==> src/rtl/vib_monitor_defines.svh <==
/*
  Offsets, field positions, reset values and limits of the vibration monitor.
  Assumes the includer uses 32-bit register data and byte offsets.
*/
`ifndef VIB_MONITOR_DEFINES_SVH
`define VIB_MONITOR_DEFINES_SVH

// ----------------------------------------------------------------------
// register offsets
// ----------------------------------------------------------------------
`define VIB_OFF_CTRL        8'h00
`define VIB_OFF_SENS        8'h04
`define VIB_OFF_ROT_LEVEL   8'h08
`define VIB_OFF_LIN_LEVEL   8'h0C
`define VIB_OFF_STATUS      8'h10
`define VIB_OFF_IRQ_STAT    8'h14
`define VIB_OFF_IRQ_MASK    8'h18
`define VIB_OFF_MEASURE     8'h1C

// ----------------------------------------------------------------------
// field positions
// ----------------------------------------------------------------------
`define VIB_CTRL_SEL_LSB    0
`define VIB_CTRL_START_BIT  4
`define VIB_CTRL_EXEC_BIT   5
`define VIB_CTRL_CLR_BIT    8
`define VIB_IRQ_WARN_BIT    0
`define VIB_IRQ_ALARM_BIT   1
`define VIB_IRQ_LEARN_BIT   2

// ----------------------------------------------------------------------
// reset values and limits
// ----------------------------------------------------------------------
`define VIB_SEL_RESET       2'h0
`define VIB_SEL_WARN        2'h1
`define VIB_SEL_ALARM       2'h2
`define VIB_SENS_MIN        9'h032
`define VIB_SENS_MAX        9'h1F4
`define VIB_SENS_RESET      9'h064
`define VIB_PCT_SCALE       7'h64
`define VIB_LEVEL_RESET     16'h0032
`define VIB_AVG_SHIFT       4

`endif

==> src/rtl/vib_monitor_pkg.sv <==
/*
  Types shared by the vibration monitor.
  Assumes nothing beyond a SystemVerilog compiler.
*/
package vib_monitor_pkg;

  typedef enum logic [1:0] {
    LEARN_IDLE,
    LEARN_STANDBY,
    LEARN_STORE
  } learn_state_t;

endpackage

==> src/rtl/vibration_detection_monitor.sv <==
/*
  Vibration supervision of the motor speed: threshold compare with warning or
  latched alarm, and a two-step learning procedure that rewrites the level.
  Assumes one speed sample pulse per speed-control period on i_sample_valid,
  a plain register port and a single 250 MHz clock with synchronous reset.
*/
// The strobed register port and the address map were chosen for this implementation.
`timescale 1ns/1ps
`include "vib_monitor_defines.svh"

// What this block does and what its operator must do
// select field: off, warning, or alarm
// warn or alarm when vibration exceeds level times sensitivity
// rotary level in rpm, linear level in mm/s
// sensitivity 50..500 percent, default 100, immediate
// measure vibration only from speed signal components
// learning measures vibration and rewrites stored level
// operator ensures writes allowed, motorless test off
// operator learns at ten percent speed or more
// operator applies real motion references while learning
// start enters standby, execute computes, reports, stores
// learning locks levels, not sensitivity; updates levels only
// evaluate per sample; warning follows, alarm latches
module vibration_detection_monitor
  import vib_monitor_pkg::*;
(
  input  wire logic        i_clk_sys,
  input  wire logic        i_rst_n,
  input  wire logic        i_sample_valid,
  input  wire logic [15:0] i_speed,
  input  wire logic        i_linear_motor,
  input  wire logic [7:0]  i_addr,
  input  wire logic [31:0] i_wdata,
  input  wire logic        i_wr,
  input  wire logic        i_rd,
  output logic      [31:0] o_rdata,
  output logic             o_warning,
  output logic             o_alarm,
  output logic             o_irq,
  output logic             o_level_save,
  output logic      [15:0] o_level_save_value
);

  // ----------------------------------------------------------------------
  // register access decode
  // ----------------------------------------------------------------------
  function automatic logic hit(input logic [7:0] addr, input logic [7:0] off);
    hit = (addr == off);
  endfunction

  logic               wr_ctrl;
  logic               wr_sens;
  logic               wr_rot;
  logic               wr_lin;
  logic               wr_istat;
  logic               wr_imask;
  logic [1:0]         sel_r;
  logic [8:0]         sens_r;
  logic [15:0]        rot_level_r;
  logic [15:0]        lin_level_r;
  logic [2:0]         irq_stat_r;
  logic [2:0]         irq_mask_r;
  logic [2:0]         irq_evt;
  learn_state_t       learn_r;
  logic               learning;
  logic               start_req;
  logic               exec_req;
  logic               clr_req;

  assign wr_ctrl   = i_wr && hit(i_addr, `VIB_OFF_CTRL);
  assign wr_sens   = i_wr && hit(i_addr, `VIB_OFF_SENS);
  assign wr_rot    = i_wr && hit(i_addr, `VIB_OFF_ROT_LEVEL);
  assign wr_lin    = i_wr && hit(i_addr, `VIB_OFF_LIN_LEVEL);
  assign wr_istat  = i_wr && hit(i_addr, `VIB_OFF_IRQ_STAT);
  assign wr_imask  = i_wr && hit(i_addr, `VIB_OFF_IRQ_MASK);
  assign start_req = wr_ctrl && i_wdata[`VIB_CTRL_START_BIT];
  assign exec_req  = wr_ctrl && i_wdata[`VIB_CTRL_EXEC_BIT];
  assign clr_req   = wr_ctrl && i_wdata[`VIB_CTRL_CLR_BIT];
  assign learning  = (learn_r != LEARN_IDLE);

  // ----------------------------------------------------------------------
  // configuration registers
  // ----------------------------------------------------------------------
  always_ff @(posedge i_clk_sys)
  begin
    if (!i_rst_n)
      sel_r <= `VIB_SEL_RESET;
    else if (wr_ctrl)
      sel_r <= i_wdata[`VIB_CTRL_SEL_LSB +: 2];
  end

  // out-of-range writes are ignored so the threshold never leaves its band
  always_ff @(posedge i_clk_sys)
  begin
    if (!i_rst_n)
      sens_r <= `VIB_SENS_RESET;
    else if (wr_sens && i_wdata[31:9] == 23'h000000
             && i_wdata[8:0] >= `VIB_SENS_MIN && i_wdata[8:0] <= `VIB_SENS_MAX)
      sens_r <= i_wdata[8:0];
  end

  // ----------------------------------------------------------------------
  // vibration measure: deviation of speed from its running average
  // ----------------------------------------------------------------------
  logic signed [15:0] avg_r;
  logic signed [16:0] dev;
  logic        [16:0] dev_mag;
  logic        [15:0] vib_r;
  logic               sample_d_r;

  assign dev     = $signed({i_speed[15], i_speed}) - $signed({avg_r[15], avg_r});
  assign dev_mag = dev[16] ? 17'(-dev) : 17'(dev);

  // the slow average is the commanded motion; what rides on it is vibration
  always_ff @(posedge i_clk_sys)
  begin
    if (!i_rst_n)
      avg_r <= 16'sh0000;
    else if (i_sample_valid)
      avg_r <= 16'(avg_r + 16'(dev >>> `VIB_AVG_SHIFT));
  end

  always_ff @(posedge i_clk_sys)
  begin
    if (!i_rst_n)
      vib_r <= 16'h0000;
    else if (i_sample_valid)
      vib_r <= dev_mag[16] ? 16'hFFFF : dev_mag[15:0];
  end

  always_ff @(posedge i_clk_sys)
  begin
    if (!i_rst_n)
      sample_d_r <= 1'b0;
    else
      sample_d_r <= i_sample_valid;
  end

  // ----------------------------------------------------------------------
  // threshold compare, scaled by 100 instead of dividing
  // ----------------------------------------------------------------------
  logic [15:0] level_sel;
  logic [24:0] thresh_x100;
  logic [24:0] vib_x100;
  logic        excess;

  assign level_sel   = i_linear_motor ? lin_level_r : rot_level_r;
  assign thresh_x100 = 25'(level_sel * sens_r);
  assign vib_x100    = 25'(vib_r * `VIB_PCT_SCALE);
  assign excess      = vib_x100 > thresh_x100;

  always_ff @(posedge i_clk_sys)
  begin
    if (!i_rst_n)
      o_warning <= 1'b0;
    else if (sel_r != `VIB_SEL_WARN)
      o_warning <= 1'b0;
    else if (sample_d_r)
      o_warning <= excess;
  end

  // a new excess in the clearing cycle keeps the alarm set
  always_ff @(posedge i_clk_sys)
  begin
    if (!i_rst_n)
      o_alarm <= 1'b0;
    else if (sample_d_r && sel_r == `VIB_SEL_ALARM && excess)
      o_alarm <= 1'b1;
    else if (clr_req)
      o_alarm <= 1'b0;
  end

  // ----------------------------------------------------------------------
  // learning sequence
  // ----------------------------------------------------------------------
  logic [15:0] peak_r;

  always_ff @(posedge i_clk_sys)
  begin
    if (!i_rst_n)
      learn_r <= LEARN_IDLE;
    else
      case (learn_r)
        LEARN_IDLE:    if (start_req) learn_r <= LEARN_STANDBY;
        LEARN_STANDBY: if (exec_req) learn_r <= LEARN_STORE;
        LEARN_STORE:   learn_r <= LEARN_IDLE;
        default:       learn_r <= LEARN_IDLE;
      endcase
  end

  // peak vibration seen while waiting for execute becomes the new level
  always_ff @(posedge i_clk_sys)
  begin
    if (!i_rst_n)
      peak_r <= 16'h0000;
    else if (learn_r == LEARN_IDLE && start_req)
      peak_r <= 16'h0000;
    else if (learn_r == LEARN_STANDBY && sample_d_r && vib_r > peak_r)
      peak_r <= vib_r;
  end

  // external level writes are dropped for the whole sequence
  always_ff @(posedge i_clk_sys)
  begin
    if (!i_rst_n)
      rot_level_r <= `VIB_LEVEL_RESET;
    else if (learn_r == LEARN_STORE && !i_linear_motor)
      rot_level_r <= peak_r;
    else if (wr_rot && !learning)
      rot_level_r <= i_wdata[15:0];
  end

  always_ff @(posedge i_clk_sys)
  begin
    if (!i_rst_n)
      lin_level_r <= `VIB_LEVEL_RESET;
    else if (learn_r == LEARN_STORE && i_linear_motor)
      lin_level_r <= peak_r;
    else if (wr_lin && !learning)
      lin_level_r <= i_wdata[15:0];
  end

  // persistent-store request towards the drive's parameter memory
  always_ff @(posedge i_clk_sys)
  begin
    if (!i_rst_n)
    begin
      o_level_save       <= 1'b0;
      o_level_save_value <= 16'h0000;
    end
    else
    begin
      o_level_save <= (learn_r == LEARN_STORE);
      if (learn_r == LEARN_STORE)
        o_level_save_value <= peak_r;
    end
  end

  // ----------------------------------------------------------------------
  // interrupts: sticky, write one to clear, set beats clear
  // ----------------------------------------------------------------------
  logic warn_q_r;

  always_ff @(posedge i_clk_sys)
  begin
    if (!i_rst_n)
      warn_q_r <= 1'b0;
    else
      warn_q_r <= o_warning;
  end

  assign irq_evt = {learn_r == LEARN_STORE,
                    sample_d_r && sel_r == `VIB_SEL_ALARM && excess,
                    o_warning && !warn_q_r};

  always_ff @(posedge i_clk_sys)
  begin
    if (!i_rst_n)
      irq_stat_r <= 3'h0;
    else
      irq_stat_r <= irq_evt | (irq_stat_r & ~({3{wr_istat}} & i_wdata[2:0]));
  end

  always_ff @(posedge i_clk_sys)
  begin
    if (!i_rst_n)
      irq_mask_r <= 3'h0;
    else if (wr_imask)
      irq_mask_r <= i_wdata[2:0];
  end

  always_ff @(posedge i_clk_sys)
  begin
    if (!i_rst_n)
      o_irq <= 1'b0;
    else
      o_irq <= |(irq_evt & irq_mask_r) | |(irq_stat_r & irq_mask_r);
  end

  // ----------------------------------------------------------------------
  // read data, valid only in the cycle after the read strobe
  // ----------------------------------------------------------------------
  logic [31:0] rd_mux;

  always_comb
  begin
    rd_mux = 32'h0000_0000;
    case (i_addr)
      `VIB_OFF_CTRL:      rd_mux = {30'h0000_0000, sel_r};
      `VIB_OFF_SENS:      rd_mux = {23'h000000, sens_r};
      `VIB_OFF_ROT_LEVEL: rd_mux = {16'h0000, rot_level_r};
      `VIB_OFF_LIN_LEVEL: rd_mux = {16'h0000, lin_level_r};
      `VIB_OFF_STATUS:    rd_mux = {26'h0000000, learn_r, 2'h0, o_alarm, o_warning};
      `VIB_OFF_IRQ_STAT:  rd_mux = {29'h00000000, irq_stat_r};
      `VIB_OFF_IRQ_MASK:  rd_mux = {29'h00000000, irq_mask_r};
      `VIB_OFF_MEASURE:   rd_mux = {peak_r, vib_r};
      default:            rd_mux = 32'h0000_0000;
    endcase
  end

  always_ff @(posedge i_clk_sys)
  begin
    if (!i_rst_n)
      o_rdata <= 32'h0000_0000;
    else if (i_rd)
      o_rdata <= rd_mux;
    else
      o_rdata <= 32'h0000_0000;
  end

  // ----------------------------------------------------------------------
  // assertions
  // ----------------------------------------------------------------------
  property p_sel_off;
    @(posedge i_clk_sys) disable iff (!i_rst_n)
      (sel_r != `VIB_SEL_WARN) |=> !o_warning;
  endproperty
  a_sel_off: assert property (p_sel_off) else $error("warning outside warn mode");

  property p_alarm_fire;
    @(posedge i_clk_sys) disable iff (!i_rst_n)
      (sample_d_r && sel_r == `VIB_SEL_ALARM && excess) |=> o_alarm && irq_stat_r[1];
  endproperty
  a_alarm_fire: assert property (p_alarm_fire) else $error("alarm not raised");

  property p_level_pick;
    @(posedge i_clk_sys) disable iff (!i_rst_n)
      (learn_r == LEARN_STORE) |=> ($past(i_linear_motor) ? lin_level_r : rot_level_r)
        == $past(peak_r) && ($past(i_linear_motor) ? $stable(rot_level_r) : $stable(lin_level_r));
  endproperty
  a_level_pick: assert property (p_level_pick) else $error("wrong level stored");

  property p_sens_range;
    @(posedge i_clk_sys) disable iff (!i_rst_n)
      sens_r >= `VIB_SENS_MIN && sens_r <= `VIB_SENS_MAX;
  endproperty
  a_sens_range: assert property (p_sens_range) else $error("sensitivity out of range");

  property p_vib_hold;
    @(posedge i_clk_sys) disable iff (!i_rst_n)
      !i_sample_valid |=> $stable(vib_r);
  endproperty
  a_vib_hold: assert property (p_vib_hold) else $error("measure moved without sample");

  property p_learn_done;
    @(posedge i_clk_sys) disable iff (!i_rst_n)
      (learn_r == LEARN_STANDBY && exec_req) |=> ##1 learn_r == LEARN_IDLE
        && o_level_save && o_level_save_value == $past(peak_r);
  endproperty
  a_learn_done: assert property (p_learn_done) else $error("learn result not saved");

  property p_two_step;
    @(posedge i_clk_sys) disable iff (!i_rst_n)
      (learn_r == LEARN_IDLE && exec_req && !start_req) |=> learn_r == LEARN_IDLE;
  endproperty
  a_two_step: assert property (p_two_step) else $error("execute without standby");

  property p_level_lock;
    @(posedge i_clk_sys) disable iff (!i_rst_n)
      (learn_r == LEARN_STANDBY && wr_rot) |=> $stable(rot_level_r);
  endproperty
  a_level_lock: assert property (p_level_lock) else $error("level written while learning");

  property p_alarm_latch;
    @(posedge i_clk_sys) disable iff (!i_rst_n)
      (o_alarm && !clr_req) |=> o_alarm;
  endproperty
  a_alarm_latch: assert property (p_alarm_latch) else $error("alarm dropped without clear");

  c_warning: cover property (@(posedge i_clk_sys) disable iff (!i_rst_n) $rose(o_warning));
  c_alarm:   cover property (@(posedge i_clk_sys) disable iff (!i_rst_n) $rose(o_alarm));
  c_learn:   cover property (@(posedge i_clk_sys) disable iff (!i_rst_n) o_level_save);

endmodule

==> config.mk <==
export PLATFORM = sky130hd
export DESIGN_NAME = vibration_detection_monitor
export DESIGN_NICKNAME = d
export VERILOG_FILES = /design/src/rtl/vib_monitor_pkg.sv /design/src/rtl/vibration_detection_monitor.sv
export VERILOG_INCLUDE_DIRS = /design/src /design/src/rtl
export SDC_FILE = /design/constraint.sdc
export NUM_CORES = 1
export LEC_CHECK = 0
export BUFFER_PORTS_ARGS = -buffer_cell sky130_fd_sc_hd__buf_4
export CORE_UTILIZATION = 65
export DETAILED_ROUTE_END_ITERATION = 7
export GPL_ROUTABILITY_DRIVEN = 0
export PLACE_DENSITY = 0.89
export SYNTH_ARGS = -nofsm -noshare
export SYNTH_HDL_FRONTEND = slang
export SYNTH_SLANG_ARGS = --single-unit
==> constraint.sdc <==
create_clock -name i_clk_sys -period 20.9 [get_ports i_clk_sys]
set_input_delay 5.225 -clock i_clk_sys [delete_from_list [all_inputs] [get_ports i_clk_sys]]
set_output_delay 5.225 -clock i_clk_sys [all_outputs]
set_load 0.05 [all_outputs]
## Word-level counts from Yosys, hierarchy flattened

Index checks and enable logic that the tools add are counted.

| word-level totals | value |
|---|---|
| register bits | 153 |
| input port bits | 62 |

| operators by class | value |
|---|---|
| add/subtract/negate cells | 3 |
| $mul | 2 |
| $lt $le $gt $ge | 4 |
| eq/ne operators | 13 |
| muxes and demuxes | 13 |
| bitwise operators | 8 |
| reduce and logical (&&, ||, !) cells | 38 |

Operators with widths:

| kind | number |
|---|---|
| $pmux W32 S8 | 1 |
| $mux W16 | 6 |
| $eq A8 B5 Y1 const B | 4 |
| $gt A23 B25 Y1 | 1 |
| $mul A16 B9 Y25 | 1 |
| $logic_not A23 Y1 | 1 |
| $logic_and A1 B1 Y1 | 22 |
| $mul A16 B5 Y21 const B | 1 |
| $mux W17 | 1 |
| $neg A17 Y17 | 1 |
| $sub A16 B16 Y17 | 1 |
| $add A16 B13 Y16 | 1 |
| $eq A8 B4 Y1 const B | 2 |
| $gt A16 B16 Y1 | 1 |
| $and A3 B3 Y3 | 4 |
| $ge A9 B6 Y1 const B | 1 |
| $le A9 B9 Y1 const B | 1 |
| $eq A8 B3 Y1 const B | 1 |
| $logic_not A8 Y1 | 1 |
| $reduce_bool A2 Y1 | 4 |
| $reduce_or A3 Y1 | 2 |
| $eq A2 B2 Y1 const B | 2 |
| $mux W2 | 2 |
| $ne A2 B2 Y1 const B | 2 |
| other kinds (12) | 17 |

## Longest topological paths before layout

| logic depth | value |
|---|---|
| depth after elaboration | 7 |
| mapped depth | 31 |
| mapped depth without buffers | 29 |

## Least setup slack after synthesis

OpenSTA, ideal clock, no wires.

| path | value |
|---|---|
| path kind | input port to flip-flop |
| start point | in i_linear_motor |
| end point | reg irq_stat_r[1] |
| arrival time | 11,867 ps |
| slack | 8,916 ps |
| stages on the path | 26 |
| path through | clkbuf_1 > clkbuf_1 > mux2_2 > and2_1 > fa_1 > fa_1 > fa_1 > inv_1 > fa_1 > inv_1 > ha_1 > nor4_1 > nor2_1 > a22o_1 > a311o_1 > a311oi_1 > o21bai_1 > a21oi_1 > xor2_1 > ha_1 > nand3_1 > nor2_1 > nor4_1 > a21oi_1 > and4_1 > a31o_2 |

| between the ends | value |
|---|---|
| word-level cells in the longest chain between the ends | 5 |

RTL lines:

| what | RTL line | source |
|---|---|---|
| start: declaration | vibration_detection_monitor.sv:31 | `input wire logic i_linear_motor,` |
| $mux W16 | vibration_detection_monitor.sv:147 | `assign level_sel = i_linear_motor ? lin_level_r : rot_level_r;` |
| $mul A16 B9 Y25 | vibration_detection_monitor.sv:148 | `assign thresh_x100 = 25'(level_sel * sens_r);` |
| $gt A23 B25 Y1 | vibration_detection_monitor.sv:150 | `assign excess = vib_x100 > thresh_x100;` |
| $logic_and A1 B1 Y1 | vibration_detection_monitor.sv:253 | `` sample_d_r && sel_r == `VIB_SEL_ALARM && excess, `` |
| $or A3 B3 Y3 | vibration_detection_monitor.sv:261 | `irq_stat_r <= irq_evt \| (irq_stat_r & ~({3{wr_istat}} & i_wdata[2:0]));` |
| end signal: assignment | vibration_detection_monitor.sv:261 |  |
| end: declaration | vibration_detection_monitor.sv:61 | `logic [2:0] irq_stat_r;` |

No other way between the ends.
A chain may end at the register's enable or synchronous reset.

## Worst setup path after layout

| path | value |
|---|---|
| start point | in i_linear_motor |
| end point | reg o_alarm |

| between the ends | value |
|---|---|
| word-level cells in the longest chain between the ends | 5 |
| elaborated cells between the ends (all ways) | 6 |

RTL lines:

| what | RTL line | source |
|---|---|---|
| $mux W16 (*) | vibration_detection_monitor.sv:147 |  |
| $mul A16 B9 Y25 (*) | vibration_detection_monitor.sv:148 |  |
| $gt A23 B25 Y1 (*) | vibration_detection_monitor.sv:150 |  |
| $logic_and A1 B1 Y1 (*) | vibration_detection_monitor.sv:167 | `` else if (sample_d_r && sel_r == `VIB_SEL_ALARM && excess) `` |
| $mux W1 or $reduce_bool A2 Y1 (tied branches) | -- |  |
| end signal: assignment | vibration_detection_monitor.sv:166 | `o_alarm <= 1'b0;` |
| end signal: assignment | vibration_detection_monitor.sv:168 | `o_alarm <= 1'b1;` |
| end signal: assignment | vibration_detection_monitor.sv:170 | `o_alarm <= 1'b0;` |
| end: declaration | vibration_detection_monitor.sv:38 | `output logic o_alarm,` |

Mark *: on every way between the ends. The rest lies on a longest branch, timed or not.

==> summary.txt <==
Clocking
  • Skew-Pair Late Insertion Delay: 420 ps
  • Max clock buf depth: 2
  • Clock-pin slew on the worst setup and hold paths: 60 ps
  • Root buf cell: clkbuf_16
  • H-Tree Depth: 4
  • CTS resizes: 0
  • Hold-fix buffers, CTS: 0
  • CTS Buf Count: 17
  • Sink Count: 153
  • TritonCTS clock tree: built
  • Post-CTS Setup Bufs: 0

Global route
  • Global-route wire length before repair: 68.59 mm
  • Total grt overflow: 0
  • Total Routing Usage GR: 37.03%
  • Initial antenna violation count: 2
  • Pin count of the biggest net entering global routing: 88
  • Number of global-route vias before repair: 13460

Logic synthesis
  • Ys async rst share: 0%
  • #FFs+latches synth: 153
  • Number of synthesized flops with an enable pin: 0
  • Seq/Total Area, Yosys: 20.76%
  • Yosys warns: 0
  • Netlist cell types: 77
  • Cells after synthesis: 1763
  • Syn Std Cell Area: 0.01475 mm²
  • Post-Syn Nets: 2104
  • Syn_area_per_cell: 8.368 µm²
  • Top_reg_cell synth: dfxtp_1

Power and ir drop
  • Clock share of power: 21.2%
  • Int Pwr: 824.5 µW
  • Logic gate share of total power: 54.4%
  • Total power: 1.435 mW
  • Part of the power in registers: 24.5%
  • Sw Share: 42.53%
  • Leakage power: 7.693 nW
  • Net Switching: 610.3 µW
  • Power Dens Cells: 87.78 mW/mm²
  • Worst-case vdd ir drop: 0.00008258 V

Finish
  • Reg area: 0.003063 mm²
  • Multi-input gate area: 0.01057 mm²
  • Fill cells: 1505
  • Layout cells sized above 1: 10.37%
  • Layout net count: 2180
  • Commonest cells after routing, fill and taps aside: inv_1 (236), nand2_1 (181), ha_1 (167)
  • Design area: 0.01634 mm²
  • Commonest non-fill, non-tap cell in the layout: inv_1
  • Layout area overhead: 10.79%

Timing
  • Worst Hold Slack: 459.9 ps
  • Setup-failing EPs final: 0
  • Unrepaired setup endpoints after global routing: false
  • Setup ws final: 8928 ps
  • Final hold violations: 0
  • Fin Clk Skew: 10.26 ps
  • Tcrit/Tclk final: 57.28%
  • Fin. max-slew vios: 0
  • Max Freq: 83.53 MHz
  • Min Clock Period, post-route: 11970 ps
  • Setup TNS: 0 ps
  • Worst slew margin: 20.24%
  • Worst Tran Pin Value: 1183 ps

Flow run
  • Maxcap violations: 0

Critical path
  • Worst Setup End Kind: flip-flop
  • Arr. time, crit path: 12280 ps
  • Number of cells on the worst reg-to-reg path: 25
  • Startpoint Class: primary input
  • Critical Path Fanout Max: 18
  • CP Class: in -> reg
  • Critical path data required time: 21210 ps

Floorplanning
  • Core footprint: 0.02203 mm²
  • Total die area: 0.02330 mm²
  • I/O pins: 114
  • Initial Util: 66.98%
  • Std cell rows: 54
  • Die X: 152.7 µm
  • Die H: 152.7 µm

Placement
  • Dpl cell area: 0.01577 mm²
  • Pre-CTS setup slack: 8650 ps
  • HPWL after DPL: 32.29 mm
  • Port Buf Inserts: 113

Drt
  • # DRC: 0
  • Final ANT Viol Nets: 0
  • Initial DRC count: 1355
  • Via/cell ratio: 6.363
  • Total wire length: 42.63 mm
  • Vias post-DR: 13570
  • WL per Instance: 19.98 µm
  • First-pass iteration count of the detailed router: 8

Hold path
  • Hold Path Stages: 2
  • HP Class: reg -> reg

Run status
  • Run status: finished, final reports clean
[cells by family (layout without fill, tap and decap cells)]
group / Yosys count / in the layout / share of synthesized area [%]
muxes: 60 / 60 / 4.215
DFF: 153 / 153 / 20.76
xor gates and xnor gates: 66 / 66 / 3.918
AOI/OAI and AO/OA: 312 / 312 / 14.63
other: 0 / 1 / 0
adders and majority gates: 279 / 279 / 29.36
buffers and inverters: 300 / 389 / 7.692
and+or+nand+nor: 593 / 593 / 19.42
[worst max-delay path, cell delays in order]
cell	delay, ps
buf_4	250
mux2_2	450
and2_1	200
fa_1	500
fa_1	520
fa_1	560
inv_1	60
fa_1	530
inv_1	50
ha_1	200
nor4_1	560
nor2_1	110
a22o_1	210
a311o_1	360
a311oi_1	520
o21bai_1	120
a21oi_1	190
xor2_1	90
ha_1	300
nand3_1	140
nor3_1	360
nand3_1	140
nand2_1	90
a21oi_1	60
and4_1	240
a31o_2	220
[state kept, by name, indices dropped and copies added, names as in the netlist, 2 cells and up]
register            flops
vib_r                  16
irq_stat_r              3
peak_r                 16
sens_r                  9
learn_r                 2
rot_level_r            16
sel_r                   2
o_rdata                32
avg_r                  16
lin_level_r            16
o_level_save_value     16
irq_mask_r              3
[cells in the mapped netlist, drive strengths merged, types with 8 or more instances]
cell / count / area [µm²]
a21o: 23 / 173.9
a21oi: 94 / 474.2
a221oi: 11 / 138.9
a22oi: 20 / 150.1
a311oi: 27 / 236.5
a31oi: 13 / 81.33
and2: 102 / 638.1
and3: 8 / 50.05
buf: 10 / 45.04
clkbuf: 52 / 196.4
dfxtp: 153 / 3063
fa: 112 / 2242
ha: 167 / 2090
inv: 237 / 889.6
mux2: 17 / 191.4
mux2i: 43 / 430.4
nand2: 182 / 685.7
nand2b: 17 / 106.4
nand3: 58 / 290.3
nand4: 13 / 81.33
nor2: 137 / 514.2
nor2b: 15 / 93.84
nor3: 24 / 131.4
nor4: 11 / 68.82
o211ai: 8 / 65.06
o21a: 17 / 127.6
o21ai: 45 / 225.2
xnor2: 42 / 367.9
xor2: 24 / 210.2
[path summary, 6_finish.rpt]
kind / from / to / slack (ps)
worst max-delay path: i_linear_motor / o_alarm$_SDFFE_PN0P_ / 8930
worst min-delay path: o_level_save_value[9]$_SDFFE_PN0P_ / o_level_save_value[9]$_SDFFE_PN0P_ / 460
worst max register to register: sens_r[2]$_SDFFE_PN1P_ / o_alarm$_SDFFE_PN0P_ / 13620
worst min register to register: o_level_save_value[9]$_SDFFE_PN0P_ / o_level_save_value[9]$_SDFFE_PN0P_ / 460
[layer usage]
layer	global-route usage (%)	share of wire (%)	wire length, µm
met1	46.24	39	16500
met2	60.27	46	19500
met3	6.911	10	4359
met4	21.21	5.3	2253
met5	0	0.030	13
[stage by stage]
step           instances  utilization [%]
2_1_floorplan       1763                -
3_3_place_gp        2100            71.59
3_5_place_dp        2100            71.59
4_1_cts             2132            74.19
5_1_grt             2132            74.19
6_report            2133            74.20
[final cells by class]
class	instances	area share (%)
multi-input cells	1310	64.66
flip-flops and latches	153	18.74
repair buffers	119	5.466
inverters	238	5.466
clock buffers	22	2.779
well taps	280	2.143
clock inverters	10	0.7272
diodes	1	0.01531
[power by group through the flow]
| stage | clock network (mW) | logic, mW | registers, mW |
|---|---|---|---|
| 2_1_floorplan | 0 | 0.591 | 0.336 |
| 3_3_place_gp | 0 | 0.717 | 0.353 |
| 3_5_place_dp | 0 | 0.754 | 0.354 |
| 4_1_cts | 0.303 | 0.766 | 0.348 |
| 5_1_grt | 0.316 | 0.871 | 0.351 |
| 6_report | 0.304 | 0.780 | 0.351 |
No activity file was read; power rests on OpenSTA's default activity.
